<file path="src/include/ahic_cfg.svh">
`ifndef AHIC_CFG_SVH
`define AHIC_CFG_SVH

`define AHIC_RESULT_W 12
`define AHIC_BUS_W 8
`define AHIC_NIB_W 4
`define AHIC_MSB_IDX 4'hb
`define AHIC_LAST_IDX 4'h0
`define AHIC_HIGH_LSB 8
`define AHIC_BIP_FLIP 12'h800
`define AHIC_RESULT_RST 12'h000
`define AHIC_STRB_LINE 5
`define AHIC_SCLK_LINE 6
`define AHIC_DOUT_LINE 7
`define AHIC_SER_OE_MASK 8'h1f
`define AHIC_BUS_ALL_OFF 8'hff
`define AHIC_BUS_ALL_ON 8'h00
`define AHIC_SYNC_W 6
`define AHIC_SYNC_RST 6'h18
`define AHIC_IN_CONV_CLK 5
`define AHIC_IN_CS 4
`define AHIC_IN_RD 3
`define AHIC_IN_HBS 2
`define AHIC_IN_POL 1
`define AHIC_IN_MODE 0

`endif

</file>
<file path="src/include/ahic_pkg.sv">
package ahic_pkg;

   typedef enum logic {AHIC_MODE_PARALLEL, AHIC_MODE_SERIAL} ahic_mode_t;

   typedef enum {AHIC_IDLE, AHIC_CONVERT} ahic_state_t;

   typedef logic [3:0] ahic_bit_idx_t;

endpackage : ahic_pkg

</file>
<file path="src/rtl/ahic_conv_core.sv">
`timescale 1ns/100ps
`include "ahic_cfg.svh"

module ahic_conv_core (
   input wire logic clk,
   input wire logic rstN,
   input wire logic startPulse,
   input wire logic convEdge,
   input wire logic polaritySelect,
   input wire logic [`AHIC_RESULT_W-1:0] analogCode,
   output logic busy,
   output ahic_pkg::ahic_bit_idx_t bitIdx,
   output logic decidedBit,
   output logic [`AHIC_RESULT_W-1:0] result
);

   ahic_pkg::ahic_state_t state_reg;
   ahic_pkg::ahic_state_t state_next;
   ahic_pkg::ahic_bit_idx_t idx_reg;
   ahic_pkg::ahic_bit_idx_t idx_next;
   logic [`AHIC_RESULT_W-1:0] held_reg;
   logic [`AHIC_RESULT_W-1:0] held_next;
   logic [`AHIC_RESULT_W-1:0] result_reg;
   logic [`AHIC_RESULT_W-1:0] result_next;

   always_comb begin
      state_next = state_reg;
      idx_next = idx_reg;
      held_next = held_reg;
      result_next = result_reg;
      case (state_reg)
         ahic_pkg::AHIC_IDLE: begin
            // starts during a conversion are dropped, the held sample stays
            if (startPulse) begin
               // offset binary becomes two's complement by flipping the msb
               held_next = polaritySelect ? (analogCode ^ `AHIC_BIP_FLIP) : analogCode;
               idx_next = `AHIC_MSB_IDX;
               state_next = ahic_pkg::AHIC_CONVERT;
            end
         end
         ahic_pkg::AHIC_CONVERT: begin
            if (convEdge) begin
               if (idx_reg == `AHIC_LAST_IDX) begin
                  // latch only at completion so byte reads stay stable
                  result_next = held_reg;
                  state_next = ahic_pkg::AHIC_IDLE;
               end else begin
                  idx_next = idx_reg - 4'h1;
               end
            end
         end
         default: begin
            state_next = ahic_pkg::AHIC_IDLE;
         end
      endcase
   end

   always_ff @(posedge clk or negedge rstN) begin
      if (!rstN) begin
         state_reg <= ahic_pkg::AHIC_IDLE;
         idx_reg <= `AHIC_MSB_IDX;
         held_reg <= `AHIC_RESULT_RST;
         result_reg <= `AHIC_RESULT_RST;
      end else begin
         state_reg <= state_next;
         idx_reg <= idx_next;
         held_reg <= held_next;
         result_reg <= result_next;
      end
   end

   assign busy = (state_reg == ahic_pkg::AHIC_CONVERT);
   assign bitIdx = idx_reg;
   assign decidedBit = held_reg[idx_reg];
   assign result = result_reg;

endmodule : ahic_conv_core

</file>
<file path="src/rtl/ahic_host_if.sv">
`timescale 1ns/100ps
`include "ahic_cfg.svh"

// Function
// - busy output low throughout each conversion, high again once result is ready.
// - parallel mode: read low with chip select and high-byte select low starts conversion.
// - parallel mode: data outputs driven only while read and chip select are low.
// - serial mode: serial clock and strobe outputs float whenever read is high.
// - serial mode: serial clock and strobe driven only with read and chip select low.
// - parallel mode: read and high-byte select ignored unless chip select is low.
// - serial mode: chip select falling edge starts a conversion.
// - serial mode: chip select high floats serial clock, strobe and data outputs.
// - parallel mode: high-byte select high puts four result msbs on low lines.
// - parallel mode: select low gives eight lsbs; select high blocks conversion starts.
// - serial mode, select low: serial clock toggles only during a conversion.
// - serial mode, select high with chip select low: serial clock runs continuously.
// - polarity select low gives unipolar coding, high gives bipolar coding.
// - twelve-bit result on shared three-state lines, bit 0 lsb, bit 11 msb.
// - serial mode reuses line 5 as strobe, 6 as clock, 7 as data.

module ahic_host_if (
   input wire logic clk,
   input wire logic rst_b,
   input wire logic convClk,
   input wire logic chipSelect_b,
   input wire logic readStrobe_b,
   input wire logic high_byte_select,
   input wire logic polarity_select,
   input wire logic serialModeSel,
   input wire logic [`AHIC_RESULT_W-1:0] analogCode,
   output logic busy_b,
   output logic [`AHIC_BUS_W-1:0] dataOut,
   output logic [`AHIC_BUS_W-1:0] dataOe_b,
   output logic [`AHIC_RESULT_W-1:0] resultLatch
);

   // reset release, asserted asynchronously
   logic [1:0] rstSync_reg;
   logic rstN;

   always_ff @(posedge clk or negedge rst_b) begin
      if (!rst_b) begin
         rstSync_reg <= 2'h0;
      end else begin
         rstSync_reg <= {rstSync_reg[0], 1'b1};
      end
   end

   assign rstN = rstSync_reg[1];

   // every control pin input passes two flops before use; analogCode goes straight to the core
   logic [`AHIC_SYNC_W-1:0] rawIn;
   logic [`AHIC_SYNC_W-1:0] syncMeta_reg;
   logic [`AHIC_SYNC_W-1:0] syncIn_reg;

   assign rawIn[`AHIC_IN_CONV_CLK] = convClk;
   assign rawIn[`AHIC_IN_CS] = chipSelect_b;
   assign rawIn[`AHIC_IN_RD] = readStrobe_b;
   assign rawIn[`AHIC_IN_HBS] = high_byte_select;
   assign rawIn[`AHIC_IN_POL] = polarity_select;
   assign rawIn[`AHIC_IN_MODE] = serialModeSel;

   localparam logic [`AHIC_SYNC_W-1:0] SYNC_RST = `AHIC_SYNC_RST;

   genvar gi;
   generate
      for (gi = 0; gi < `AHIC_SYNC_W; gi = gi + 1) begin : gSync
         always_ff @(posedge clk or negedge rstN) begin
            if (!rstN) begin
               syncMeta_reg[gi] <= SYNC_RST[gi];
               syncIn_reg[gi] <= SYNC_RST[gi];
            end else begin
               syncMeta_reg[gi] <= rawIn[gi];
               syncIn_reg[gi] <= syncMeta_reg[gi];
            end
         end
      end
   endgenerate

   logic clkS;
   logic csLow;
   logic rdLow;
   logic hbs;
   logic pol;
   ahic_pkg::ahic_mode_t mode;

   assign clkS = syncIn_reg[`AHIC_IN_CONV_CLK];
   assign csLow = !syncIn_reg[`AHIC_IN_CS];
   assign rdLow = !syncIn_reg[`AHIC_IN_RD];
   assign hbs = syncIn_reg[`AHIC_IN_HBS];
   assign pol = syncIn_reg[`AHIC_IN_POL];
   // mode is expected static, so no glitch handling beyond the synchroniser
   assign mode = ahic_pkg::ahic_mode_t'(syncIn_reg[`AHIC_IN_MODE]);

   // edge history on synchronised copies only
   logic clkPrev_reg;
   logic clkPrev_next;
   logic csPrev_reg;
   logic csPrev_next;
   logic parReqPrev_reg;
   logic parReqPrev_next;

   logic parReq;
   logic convEdge;
   logic csFall;
   logic startPulse;

   always_comb begin
      clkPrev_next = clkS;
      csPrev_next = csLow;
      parReqPrev_next = parReq;
   end

   always_ff @(posedge clk or negedge rstN) begin
      if (!rstN) begin
         clkPrev_reg <= 1'b0;
         csPrev_reg <= 1'b0;
         parReqPrev_reg <= 1'b0;
      end else begin
         clkPrev_reg <= clkPrev_next;
         csPrev_reg <= csPrev_next;
         parReqPrev_reg <= parReqPrev_next;
      end
   end

   // read and select only count with chip select low
   // high-byte select high inhibits starts
   assign parReq = (mode == ahic_pkg::AHIC_MODE_PARALLEL) && csLow && rdLow && !hbs;
   assign convEdge = clkS && !clkPrev_reg;
   assign csFall = csLow && !csPrev_reg;

   always_comb begin
      startPulse = 1'b0;
      if (mode == ahic_pkg::AHIC_MODE_PARALLEL) begin
         // only the leading edge of the read request starts, so a long read
         // does not restart conversions back to back
         startPulse = parReq && !parReqPrev_reg;
      end else begin
         startPulse = csFall;
      end
   end

   logic busy;
   ahic_pkg::ahic_bit_idx_t bitIdx;
   logic decidedBit;
   logic [`AHIC_RESULT_W-1:0] result;

   ahic_conv_core uCore (
      .clk(clk),
      .rstN(rstN),
      .startPulse(startPulse),
      .convEdge(convEdge),
      .polaritySelect(pol),
      .analogCode(analogCode),
      .busy(busy),
      .bitIdx(bitIdx),
      .decidedBit(decidedBit),
      .result(result)
   );

   // output stage, all registered
   logic busyB_reg;
   logic busyB_next;
   logic [`AHIC_BUS_W-1:0] data_reg;
   logic [`AHIC_BUS_W-1:0] data_next;
   logic [`AHIC_BUS_W-1:0] oeB_reg;
   logic [`AHIC_BUS_W-1:0] oeB_next;

   logic sclkRun;
   logic sclkVal;
   logic strobeVal;
   logic serCtlOn;
   logic [`AHIC_BUS_W-1:0] parByte;

   // high byte is zero-extended onto the low lines
   assign parByte = hbs
      ? {{(`AHIC_BUS_W-`AHIC_NIB_W){1'b0}}, result[`AHIC_RESULT_W-1:`AHIC_HIGH_LSB]}
      : result[`AHIC_BUS_W-1:0];

   // continuous clock with select high and chip select low, else only while converting
   assign sclkRun = (hbs && csLow) || busy;
   assign sclkVal = sclkRun && clkS;
   // strobe marks the msb period of the serial word
   assign strobeVal = busy && (bitIdx == `AHIC_MSB_IDX);
   assign serCtlOn = csLow && rdLow;

   always_comb begin
      busyB_next = !busy;
      data_next = `AHIC_BUS_W'h00;
      oeB_next = `AHIC_BUS_ALL_OFF;
      if (mode == ahic_pkg::AHIC_MODE_PARALLEL) begin
         data_next = parByte;
         if (csLow && rdLow) begin
            oeB_next = `AHIC_BUS_ALL_ON;
         end
      end else begin
         data_next[`AHIC_STRB_LINE] = strobeVal;
         data_next[`AHIC_SCLK_LINE] = sclkVal;
         data_next[`AHIC_DOUT_LINE] = busy && decidedBit;
         oeB_next = `AHIC_BUS_ALL_OFF;
         if (serCtlOn) begin
            oeB_next[`AHIC_STRB_LINE] = 1'b0;
            oeB_next[`AHIC_SCLK_LINE] = 1'b0;
         end
         // chip select high floats all three serial lines
         if (csLow) begin
            oeB_next[`AHIC_DOUT_LINE] = 1'b0;
         end
      end
   end

   always_ff @(posedge clk or negedge rstN) begin
      if (!rstN) begin
         busyB_reg <= 1'b1;
         data_reg <= `AHIC_BUS_W'h00;
         oeB_reg <= `AHIC_BUS_ALL_OFF;
      end else begin
         busyB_reg <= busyB_next;
         data_reg <= data_next;
         oeB_reg <= oeB_next;
      end
   end

   assign busy_b = busyB_reg;
   assign dataOut = data_reg;
   assign dataOe_b = oeB_reg;
   assign resultLatch = result;

endmodule : ahic_host_if

</file>
<file path="config.mk">
export PLATFORM = sky130hd
export DESIGN_NAME = ahic_host_if
export DESIGN_NICKNAME = d
export VERILOG_FILES = /design/src/include/ahic_pkg.sv /design/src/rtl/ahic_conv_core.sv /design/src/rtl/ahic_host_if.sv
export VERILOG_INCLUDE_DIRS = /design/src /design/src/include
export SDC_FILE = /design/constraint.sdc
export NUM_CORES = 1
export LEC_CHECK = 0
export BUFFER_PORTS_ARGS = -buffer_cell sky130_fd_sc_hd__buf_2
export CORE_UTILIZATION = 30
export DETAILED_ROUTE_END_ITERATION = 10
export SYNTH_ARGS = -nofsm -noshare
export SYNTH_HDL_FRONTEND = slang
export SYNTH_SLANG_ARGS = --single-unit
</file>
<file path="constraint.sdc">
create_clock -name clk -period 2.6 [get_ports clk]
set_input_delay 0.26 -clock clk [delete_from_list [all_inputs] [get_ports clk]]
set_output_delay 0.26 -clock clk [all_outputs]
set_load 0.02 [all_outputs]
</file>
* Yosys cells after proc, flatten, opt, wreduce, memory -nomap -nowiden
Cells that the tools add are included.
** Cells by class
- Order comparisons :: 1
- $add $sub $neg :: 1
- Reduce and logical (&&, ||, !) cells :: 26
- Equality and inequality tests :: 7
- Bitwise logic cells :: 2
- Mux-type cells :: 19
** Operators by type and width (number)
- 32-bit two-way mux :: 3
- 32-bit case mux with 2 select lines :: 1
- 32-bit by 1-bit equality test with 1-bit output (second input constant) :: 1
- 32-bit by 2-bit equality test with 1-bit output (second input constant) :: 1
- 32-bit logical NOT :: 1
- 8-bit two-way mux :: 3
- 12-bit two-way mux :: 1
- 4-bit two-way mux :: 3
- 1-bit logical AND :: 11
- 4-bit case mux with 2 select lines :: 1
- 1-bit logical NOT :: 7
- 2-bit != test (second input constant) :: 3
- 3-bit AND reduction :: 2
- 4-bit by 5-bit less-than comparator with 1-bit output (second input constant) :: 1
- 5-bit two-way mux :: 1
- 1-bit binary-select mux with 4-bit select :: 1
- 4-bit equality test (second input constant) :: 1
- 4-bit logical NOT :: 1
- 4-bit AND reduction :: 1
- 4-bit by 1-bit subtractor with 4-bit output (second input constant) :: 1
- 1-bit two-way mux :: 3
- 3-bit two-way mux :: 1
- 2-bit two-way mux :: 1
- 2-bit by 1-bit != test with 1-bit output (second input constant) :: 1
- 4 further kinds :: 5
** Storage, ports and cells
- Output and inout bits :: 29
- Bits in registers :: 94
- Bits of input ports :: 20
- Word-level logic and storage cells :: 79

* Longest topological paths before layout
Gate-level depths: netlist (run 1).
- Depth in word-level cells :: 8
- Gate-level depth with buffers :: 7
- Gate-level depth less buffers :: 5

* Modules after synthesis
A second synthesis (run 1) with hierarchy kept.
** Second synthesis, totals
- Cells, all modules :: 168
- Area total of the unflattened synthesis :: 2307.2 µm²
** Modules (own cells, without submodules)
- ahic_conv_core :: sequential area each 729.4 µm², area each 1327.5 µm², instances 1, cells each 100
- ahic_host_if :: sequential area each 735.7 µm², area each 979.7 µm², instances 1, cells each 68

* Worst setup path before layout (run 1)
No wires, ideal clock.
- Path type :: reg2reg
- Start point :: register uCore.idx_reg[0] (netlist: uCore.bitIdx[0])
- End point :: register uCore.result_reg[10] (netlist: uCore.result[10])
- Period minus slack after synthesis :: 1.817 ns
- Stages on the path, launching flop included :: 8
- Data arrival time :: 1.692 ns
- Required time :: 2.475 ns
- Buffers on the path :: 2
- Setup time :: 0.125 ns
- Setup slack :: 0.783 ns
- Cells stage by stage :: dfstp_2 > buf_2 > inv_1 > ha_1 > nor4b_4 > nand3b_2 > buf_6 > mux2_4
** Between the ends
- Word-level cells in the longest chain between the ends :: 2
** Ends and longest elaborated chain
- from (decl) :: RTL line ahic_conv_core.sv:19 : ahic_pkg::ahic_bit_idx_t idx_reg;
- from (signal assigned) :: RTL line ahic_conv_core.sv:61 : idx_reg <= `AHIC_MSB_IDX;
- from (signal assigned) :: RTL line ahic_conv_core.sv:66 : idx_reg <= idx_next;
- 4-bit logical NOT (no source line)
- 3-bit AND reduction (no source line)
- to (signal assigned) :: RTL line ahic_conv_core.sv:63 : result_reg <= `AHIC_RESULT_RST;
- to (signal assigned) :: RTL line ahic_conv_core.sv:68 : result_reg <= result_next;
- to (decl) :: RTL line ahic_conv_core.sv:23 : logic [`AHIC_RESULT_W-1:0] result_reg;
Every way passes these cells.
A chain may end at the register's enable or synchronous reset.

* Worst setup path in the final report (run 1)
- Start point :: register uCore.state_reg[0]
- End point :: register uCore.result_reg[11] (netlist: uCore.result[11])
** Between the ends
- Word-level cells in the longest chain between the ends :: 2
** Ends and longest elaborated chain
- from (decl) :: RTL line ahic_conv_core.sv:17 : ahic_pkg::ahic_state_t state_reg;
- from (signal assigned) :: RTL line ahic_conv_core.sv:60 : state_reg <= ahic_pkg::AHIC_IDLE;
- from (signal assigned) :: RTL line ahic_conv_core.sv:65 : state_reg <= state_next;
- 32-bit by 1-bit equality test with 1-bit output :: RTL line ahic_conv_core.sv:31 : case (state_reg)
- 3-bit AND reduction (no source line)
Every way passes these cells.

==> impl_metrics.json, run 1 <==
{
  "die_w_microns": 91.1,
  "finalWeightedCongestion": 0.729,
  "setup_violations": 0,
  "arrival_ns": 2.28,
  "diodes": 0,
  "reg2reg_depth": 4,
  "clk_pin_slew_ns": 0.07,
  "hp-class": "in2reg",
  "synth_top_area_frac": 0.494,
  "start_util": 0.310,
  "p_per_area_nw_per_um2": 1020,
  "drv_slew": 0,
  "worstReg2RegEnd": "uCore.result[11]$_DFFE_PN0P_",
  "pin_count": 49,
  "ant_nets": 0,
  "avgSynthCellArea_sq_um": 15.4,
  "fin_setup_tns_ns": 0,
  "hold-worst-slack_ns": 0.0197,
  "status": "completed",
  "core_sq_um": 7690,
  "period_needed_ns": 2.07,
  "grt_start_max_net_pins": 57,
  "grtUsageTotal": 0.114,
  "ys_ff_latch": 58,
  "drive_gt1_frac": 0.533,
  "vias": 1345,
  "p_leak_nw": 1.42,
  "cts_tree": "yes",
  "syn-instance-count": 155,
  "routed_wl_mm": 4.30,
  "critPathCaptureType": "flop",
  "die_area_sq_um": 8300,
  "yosys.area.top_type": "dfrtp_1",
  "vias_per_cell": 4.31,
  "r2r_slack_ns": 0.53,
  "worst_pin_slew_ns": 0.674,
  "relSlewSlack": 0.551,
  "regToRegStartpoint": "uCore.state_reg[0]$_DFFE_PN0P_",
  "rsz0062_at_grt": "false",
  "grt_pass1_vias": 1370,
  "dpl.hpwl_mm": 2.98,
  "cp.required_ns": 2.81,
  "clock_tree.root_cell": "clkbuf_8",
  "area_growth_pct": 20.8,
  "synth.distinct_cells": 38,
  "fin_crit_sh": 0.796,
  "yosysWarnings": 0,
  "fin_skew_ns": 0.00551,
  "hold_end": "syncMeta_reg[3]$_DFF_PN1_",
  "min_from": "readStrobe_b",
  "wl_per_cell_microns": 13.8,
  "drc": 0,
  "clk_path_buf_depth": 2,
  "rows": 32,
  "irDropWorstVdd_uv": 435,
  "p_total_w": 0.00294,
  "post_cts_buffers": 0,
  "grt_pass1_wl_mm": 6.96,
  "dpl_cell_area_sq_um": 2670,
  "finalInstanceArea_sq_um": 2880,
  "syn-cell-area_sq_um": 2380,
  "cts-hold-fix-buffers": 1,
  "drv_cap": 0,
  "critPathKind": "reg2reg",
  "dr.pass1.iters": 4,
  "fmax_mhz": 483,
  "cp-start-kind": "flop",
  "worstHoldPathCells": 1,
  "utilization": 0.374,
  "io_buffer_count": 48,
  "insertion_delay_ns": 0.33,
  "dr.first_iter.drc_count": 55,
  "ys_seq_area_frac": 0.615,
  "overflow": 0,
  "synth_nets": 178,
  "antenna_found_initial": 0,
  "ys_top_cells_by_area": "dfrtp_1 49%, dfstp_2 12%, mux2_4 11%",
  "htreeDepth": 3,
  "cts.sinks": 58,
  "hold_viol_final": 0,
  "die_y_microns": 91.1,
  "ctsResizeCount": 0,
  "fin_nets": 228,
  "cts_buffers": 9,
  "worstPathMaxFanout": 13
}
[cell usage after synthesis]
cell type  number
mux4_2          2
nor4_4          1
or3_1           1
o31a_1          1
nand2_1         7
nor2_1          6
mux2i_1         6
conb_1          1
dfstp_2        11
and3b_1         1
and2_1          1
mux2_2          8
ha_1            3
dfrtp_1        47
nor4b_4         1
nand3b_2        1
o21ai_0         6
nand3_1         2
a21o_1          1
o2bb2ai_1       1
clkbuf_1        1
mux2_4         18
buf_2           2
a311oi_1        1
a32o_1          1
buf_6           3
inv_2           1
nor2_4          1
a211oi_2        1
xor2_1          1
nor4b_2         1
a21oi_1         1
a41o_1          1
and3_1          1
a32oi_1         1
inv_1           6
buf_4           5
a311o_1         1
[how the worst max path moves through the flow]
stage	startpoint	endpoint	slack (ns)
global placement	mode$_DFF_PN0_	uCore.held_reg[0]$_DFFE_PN0P_	0.55
finish	uCore.state_reg[0]$_DFFE_PN0P_	uCore.result[11]$_DFFE_PN0P_	0.53
CTS	uCore.state_reg[0]$_DFFE_PN0P_	uCore.result[11]$_DFFE_PN0P_	0.50
detailed placement	mode$_DFF_PN0_	uCore.held_reg[10]$_DFFE_PN0P_	0.54
floorplan	uCore.bitIdx[0]$_DFFE_PN1P_	uCore.result[10]$_DFFE_PN0P_	0.78
global route	uCore.state_reg[0]$_DFFE_PN0P_	uCore.result[3]$_DFFE_PN0P_	0.40
[metal layers]
| layer | share of wire | GRT usage | up-vias |
|---|---|---|---|
| met5 | 0 | 0 | - |
| met4 | 0.019 | 0.0556 | 0 |
| met3 | 0.040 | 0.0394 | 8 |
| met2 | 0.49 | 0.179 | 34 |
| met1 | 0.45 | 0.140 | 674 |
| li1 | - | - | 629 |
[power breakdown]
group,internal (W),switching [W]
logic,0.000415,0.000337
clock network,0.000438,0.000361
registers,0.00115,0.000245
total,0.00200,0.000943
[cell families after synthesis]
logic type                 synth area share
AOI/OAI and AO/OA                    0.0504
xor gates and xnor gates            0.00368
adders and majority gates            0.0158
buffers and inverters                0.0468
DFF                                   0.615
muxes                                 0.195
other                               0.00157
and+or+nand+nor                      0.0709
[cells in the final DEF (no fill, tap or decap), drive strengths merged, types with 2 or more instances in the layout]
cell,instances
buf,49
clkbuf,9
clkinv,2
clkinvlp,4
dfrtp,47
dfstp,11
ha,3
inv,7
mux2,26
mux2i,6
mux4,2
nand2,7
nand3,2
nor2,7
nor4b,2
o21ai,6
[per-stage QoR]
stage | std cells | setup WS, ns
after CTS | 312 | 0.498
after floorplan | 155 | 0.783
after global placement | 295 | 0.551
final | 312 | 0.531
after detailed placement | 295 | 0.537
after global routing | 312 | 0.401
[worst max-delay path, cell delays in order, from the launching register on]
cell and delay [ns]:
dfrtp_1 0.63, inv_2 0.12, nor4b_4 0.33, nand3b_2 0.42
mux2_4 0.44
[final cells by class]
cell class                 count  area (sq um)
clock buffer                   9           124
clock inverter                 7          70.1
fill                         752          4810
inverter                       7          26.3
multi-input combinational     79           805
sequential                    58          1470
tap                          102           128
timing repair buffer          50           258
Note: power is estimated with default switching activity, not from simulation.
==> run 2: changes to the inputs <==
==> constraint.sdc (replaced) <==
create_clock -name clk -period 1.98 [get_ports clk]
set_input_delay 0.198 -clock clk [delete_from_list [all_inputs] [get_ports clk]]
set_output_delay 0.198 -clock clk [all_outputs]
set_load 0.02 [all_outputs]
==> impl_metrics.json, run 2 (synthesis gave the netlist of run 1 again) <==
{
  "worstPathMaxFanout": 7,
  "p_per_area_nw_per_um2": 1380,
  "vias": 1434,
  "crit_end": "uCore.result[1]$_DFFE_PN0P_",
  "post_cts_buffers": 0,
  "fin_nets": 241,
  "pin_count": 49,
  "ctsResizeCount": 0,
  "r2r_slack_ns": 0.21,
  "overflow": 0,
  "cts.sinks": 58,
  "die_w_microns": 91.1,
  "drive_gt1_frac": 0.534,
  "rsz0062_at_grt": "false",
  "regToRegStartpoint": "uCore.bitIdx[0]$_DFFE_PN1P_",
  "arrival_ns": 2.00,
  "clockPowerShare": 0.322,
  "cts-hold-fix-buffers": 7,
  "clk_pin_slew_ns": 0.07,
  "htreeDepth": 3,
  "routed_wl_mm": 4.60,
  "drc": 0,
  "relSlewSlack": 0.662,
  "dp_cells": 302,
  "grt_start_max_net_pins": 57,
  "die_area_sq_um": 8300,
  "ant_nets": 0,
  "clock_tree.root_cell": "clkbuf_8",
  "irDropWorstVdd_uv": 647,
  "final_common_cell": "buf_2",
  "hold-worst-slack_ns": 0.0843,
  "setup_violations": 0,
  "dpl.hpwl_mm": 3.18,
  "insertion_delay_ns": 0.34,
  "die_y_microns": 91.1,
  "dr.first_iter.drc_count": 70,
  "power_switching_w": 0.00125,
  "p_leak_nw": 1.53,
  "antenna_found_initial": 0,
  "slowest_delay_ns": 0.60,
  "grt_pass1_wl_mm": 7.80,
  "fmax_mhz": 564,
  "startpoint": "uCore.bitIdx[0]$_DFFE_PN1P_",
  "core_sq_um": 7690,
  "grt_pass1_vias": 1439,
  "mostFrequentLayoutCells": "48 x buf_2, 46 x dfrtp_1, 18 x mux2_4",
  "critPathCaptureType": "flop",
  "wl_per_cell_microns": 14.1,
  "vias_per_cell": 4.41,
  "diodes": 0,
  "cp.required_ns": 2.20,
  "area_growth_pct": 29.0,
  "grtUsageTotal": 0.127,
  "finalWeightedCongestion": 0.799,
  "clk_path_buf_depth": 2,
  "pwr-share-seq": 0.423,
  "fin_crit_sh": 0.896,
  "reg2reg_depth": 6,
  "io_buffer_count": 48,
  "drv_slew": 0,
  "intPower_w": 0.00300,
  "status": "completed",
  "fin_skew_ns": 0.00644,
  "final-instance-count-excl-fill": 325,
  "worstReg2RegEnd": "uCore.result[1]$_DFFE_PN0P_",
  "crit_slowest_cell": "dfstp_2",
  "hold_viol_final": 0,
  "hp-class": "in2reg",
  "period_needed_ns": 1.77,
  "drv_cap": 0,
  "critPathKind": "reg2reg",
  "comb_power_share": 0.255,
  "dr.pass1.iters": 5,
  "crit_chain": "inv_1 > ha_1 > nor4b_4 > nand3b_2 > buf_4 > mux2_2",
  "start_util": 0.310,
  "rows": 32,
  "fin_setup_tns_ns": 0,
  "worst_pin_slew_ns": 0.504,
  "cts_buffers": 9,
  "cp-start-kind": "flop",
  "swShare": 0.294,
  "cts_tree": "yes"
}
## run 2: cell types whose count changed in the layout (fill, tap and decap cells not counted)
cell           delta
buf_12            +2
buf_4             +5
bufinv_16         +2
clkbuf_8          +2
clkinvlp_4        -4
dlygate4sd3_1     +6
## run 2: layer usage
| layer | vias up | wire, microns | global-route usage |
|---|---|---|---|
| li1 | 669 | - | - |
| met1 | 711 | 2120 | 0.166 |
| met2 | 42 | 2140 | 0.184 |
| met3 | 12 | 196 | 0.0369 |
| met4 | 0 | 133 | 0.0794 |
| met5 | - | 0 | 0 |
## run 2: worst min path at each step
stage / slack (ns) / from / cells past startpoint / to
3_5_place_dp: -0.01 / rst_b / 1 / rstSync_reg[0]$_DFF_PN0_
5_1_grt: 0.08 / analogCode[8] / 2 / uCore.held_reg[8]$_DFFE_PN0P_
3_3_place_gp: -0.02 / rst_b / 1 / rstSync_reg[0]$_DFF_PN0_
2_1_floorplan: -0.1 / rst_b / 0 / rstSync_reg[0]$_DFF_PN0_
4_1_cts: 0.08 / analogCode[3] / 2 / uCore.held_reg[3]$_DFFE_PN0P_
6_report: 0.08 / analogCode[3] / 2 / uCore.held_reg[3]$_DFFE_PN0P_
## run 2: cell type report
type	count	area, sq um
clock buffers	11	151
multi-input cells	79	805
clock inverters	5	100
fillers	744	4620
repair buffers	63	395
inverters	7	26.3
flip-flops and latches	58	1470
well taps	102	128
## run 2: worst max-delay path, delay by kind of cell, from the launching register on
family	cells	cell delay [ns]
fa+ha+maj	1	0.21
buf+inv	2	0.26
flops	1	0.60
mux	1	0.34
simple gates	2	0.24
## run 2: power groups by stage
stage	Clock [W]	Sequential (W)	Combinational (W)
2_1_floorplan	0	0.00185	0.000695
3_3_place_gp	0	0.00183	0.00106
3_5_place_dp	0	0.00183	0.00108
4_1_cts	0.00139	0.00181	0.00110
5_1_grt	0.00144	0.00185	0.00118
6_report	0.00137	0.00180	0.00109
## run 2: per-stage QoR
| stage | utilization | setup slack, ns | total power, W | instance area [sq um] |
|---|---|---|---|---|
| finish | 0.400 | 0.206 | 0.00425 | 3070 |
| global route | 0.400 | 0.110 | 0.00447 | 3070 |
| CTS | 0.400 | 0.204 | 0.00430 | 3070 |
| detailed placement | 0.358 | 0.220 | 0.00291 | 2750 |
| global placement | 0.358 | 0.267 | 0.00289 | 2750 |
| floorplan | - | 0.163 | 0.00255 | 2380 |
==> run 3: changes to the inputs <==
==> constraint.sdc (replaced) <==
create_clock -name clk -period 2.2 [get_ports clk]
set_input_delay 0.22 -clock clk [delete_from_list [all_inputs] [get_ports clk]]
set_output_delay 0.22 -clock clk [all_outputs]
set_load 0.02 [all_outputs]
==> impl_metrics.json, run 3 (synthesis gave the netlist of run 1 again) <==
{
  "status": "completed",
  "start_util": 0.310,
  "setup_violations": 0,
  "cts-hold-fix-buffers": 7,
  "ctsResizeCount": 0,
  "finalInstanceArea_sq_um": 2970,
  "hp-class": "in2reg",
  "reg2reg_depth": 4,
  "cts_buffers": 9,
  "die_y_microns": 91.1,
  "die_area_sq_um": 8300,
  "p_leak_nw": 1.48,
  "dpl_cell_area_sq_um": 2740,
  "clk_path_buf_depth": 2,
  "clk_pin_slew_ns": 0.06,
  "hold_viol_final": 0,
  "dr.first_iter.drc_count": 86,
  "fin_setup_tns_ns": 0,
  "p_per_area_nw_per_um2": 1140,
  "final-instance-count-excl-fill": 323,
  "htreeDepth": 3,
  "utilization": 0.386,
  "clock_tree.root_cell": "clkbuf_8",
  "die_w_microns": 91.1,
  "relSlewSlack": 0.589,
  "routed_wl_mm": 4.42,
  "period_needed_ns": 1.84,
  "final_common_cell": "buf_2",
  "overflow": 0,
  "critPathCaptureType": "flop",
  "r2r_slack_ns": 0.36,
  "fmax_mhz": 545,
  "drive_gt1_frac": 0.516,
  "wl_per_cell_microns": 13.7,
  "area_growth_pct": 24.7,
  "antenna_found_initial": 0,
  "cp-start-kind": "flop",
  "p_total_w": 0.00340,
  "drv_cap": 0,
  "grtUsageTotal": 0.121,
  "grt_pass1_vias": 1428,
  "cts_tree": "yes",
  "min_from": "analogCode[3]",
  "ant_nets": 0,
  "drc": 0,
  "arrival_ns": 2.07,
  "worstPathMaxFanout": 13,
  "core_sq_um": 7690,
  "fin_nets": 239,
  "dr.pass1.iters": 4,
  "io_buffer_count": 48,
  "pin_count": 49,
  "critPathKind": "reg2reg",
  "insertion_delay_ns": 0.34,
  "rsz0062_at_grt": "false",
  "fin_crit_sh": 0.834,
  "worst_pin_slew_ns": 0.616,
  "irDropWorstVdd_uv": 645,
  "cts.sinks": 58,
  "mostFrequentLayoutCells": "48 x buf_2, 46 x dfrtp_1, 18 x mux2_4",
  "grt_start_max_net_pins": 31,
  "nFillCells": 770,
  "hold_end": "uCore.held_reg[3]$_DFFE_PN0P_",
  "worstReg2RegEnd": "uCore.bitIdx[2]$_DFFE_PN0P_",
  "diodes": 0,
  "vias_per_cell": 4.37,
  "cp.required_ns": 2.43,
  "dp_cells": 300,
  "grt_pass1_wl_mm": 7.39,
  "rows": 32,
  "post_cts_buffers": 0,
  "drv_slew": 0,
  "fin_skew_ns": 0.00605,
  "dpl.hpwl_mm": 3.15,
  "regToRegStartpoint": "uCore.state_reg[0]$_DFFE_PN0P_",
  "worstHoldPathCells": 2,
  "vias": 1410,
  "finalWeightedCongestion": 0.747
}
==> run 3: cell count changes in the layout (fill, tap and decap cells not counted), sizes merged <==
cell / previous run / this run
buf: 56 / 54
bufinv: 3 / 0
clkbuf: 11 / 13
clkinv: 2 / 3
==> run 3: metrics by stage <==
step	hold WS [ns]	setup slack (ns)
4_1_cts	0.0990	0.352
3_3_place_gp	0.00573	0.410
5_1_grt	0.0978	0.285
6_report	0.110	0.364
3_5_place_dp	0.00776	0.357
2_1_floorplan	-0.0756	0.383
==> run 3: worst max-delay path, stage by stage, from the launching register on <==
cell and delay, ns:
dfrtp_1 0.54, and3b_1 0.29, a311oi_1 0.45, nor2_1 0.17, a41o_1 0.27
==> run 3: final cells by class <==
cell class / count / area [sq um] / area share
sequential: 58 / 1470 / 0.494
timing repair buffer: 61 / 380 / 0.128
clock buffer: 13 / 149 / 0.0501
multi-input combinational: 79 / 805 / 0.271
inverter: 7 / 26.3 / 0.00885
tap: 102 / 128 / 0.0430
clock inverter: 3 / 15.0 / 0.00506
==> run 3: worst max path at each step <==
stage / from / to / slack (ns)
after floorplan: uCore.bitIdx[0]$_DFFE_PN1P_ / uCore.result[10]$_DFFE_PN0P_ / 0.38
after global placement: uCore.bitIdx[1]$_DFFE_PN1P_ / uCore.result[2]$_DFFE_PN0P_ / 0.41
after detailed placement: uCore.state_reg[0]$_DFFE_PN0P_ / uCore.bitIdx[2]$_DFFE_PN0P_ / 0.36
after CTS: uCore.state_reg[0]$_DFFE_PN0P_ / uCore.bitIdx[2]$_DFFE_PN0P_ / 0.35
after global routing: uCore.state_reg[0]$_DFFE_PN0P_ / uCore.bitIdx[2]$_DFFE_PN0P_ / 0.28
final: uCore.state_reg[0]$_DFFE_PN0P_ / uCore.bitIdx[2]$_DFFE_PN0P_ / 0.36
==> run 3: power breakdown <==
part,internal [W],switching (W)
clock,0.000434,0.000394
combinational,0.000523,0.000419
sequential,0.00136,0.000272
total,0.00231,0.00108
==> run 3: layer usage <==
metal | share of wire | global-route usage | up-vias | wire, microns
li1 | - | - | 660 | -
met1 | 0.46 | 0.154 | 700 | 2030
met2 | 0.47 | 0.177 | 40 | 2070
met3 | 0.043 | 0.0360 | 10 | 190
met4 | 0.028 | 0.0794 | 0 | 126
met5 | 0 | 0 | - | 0
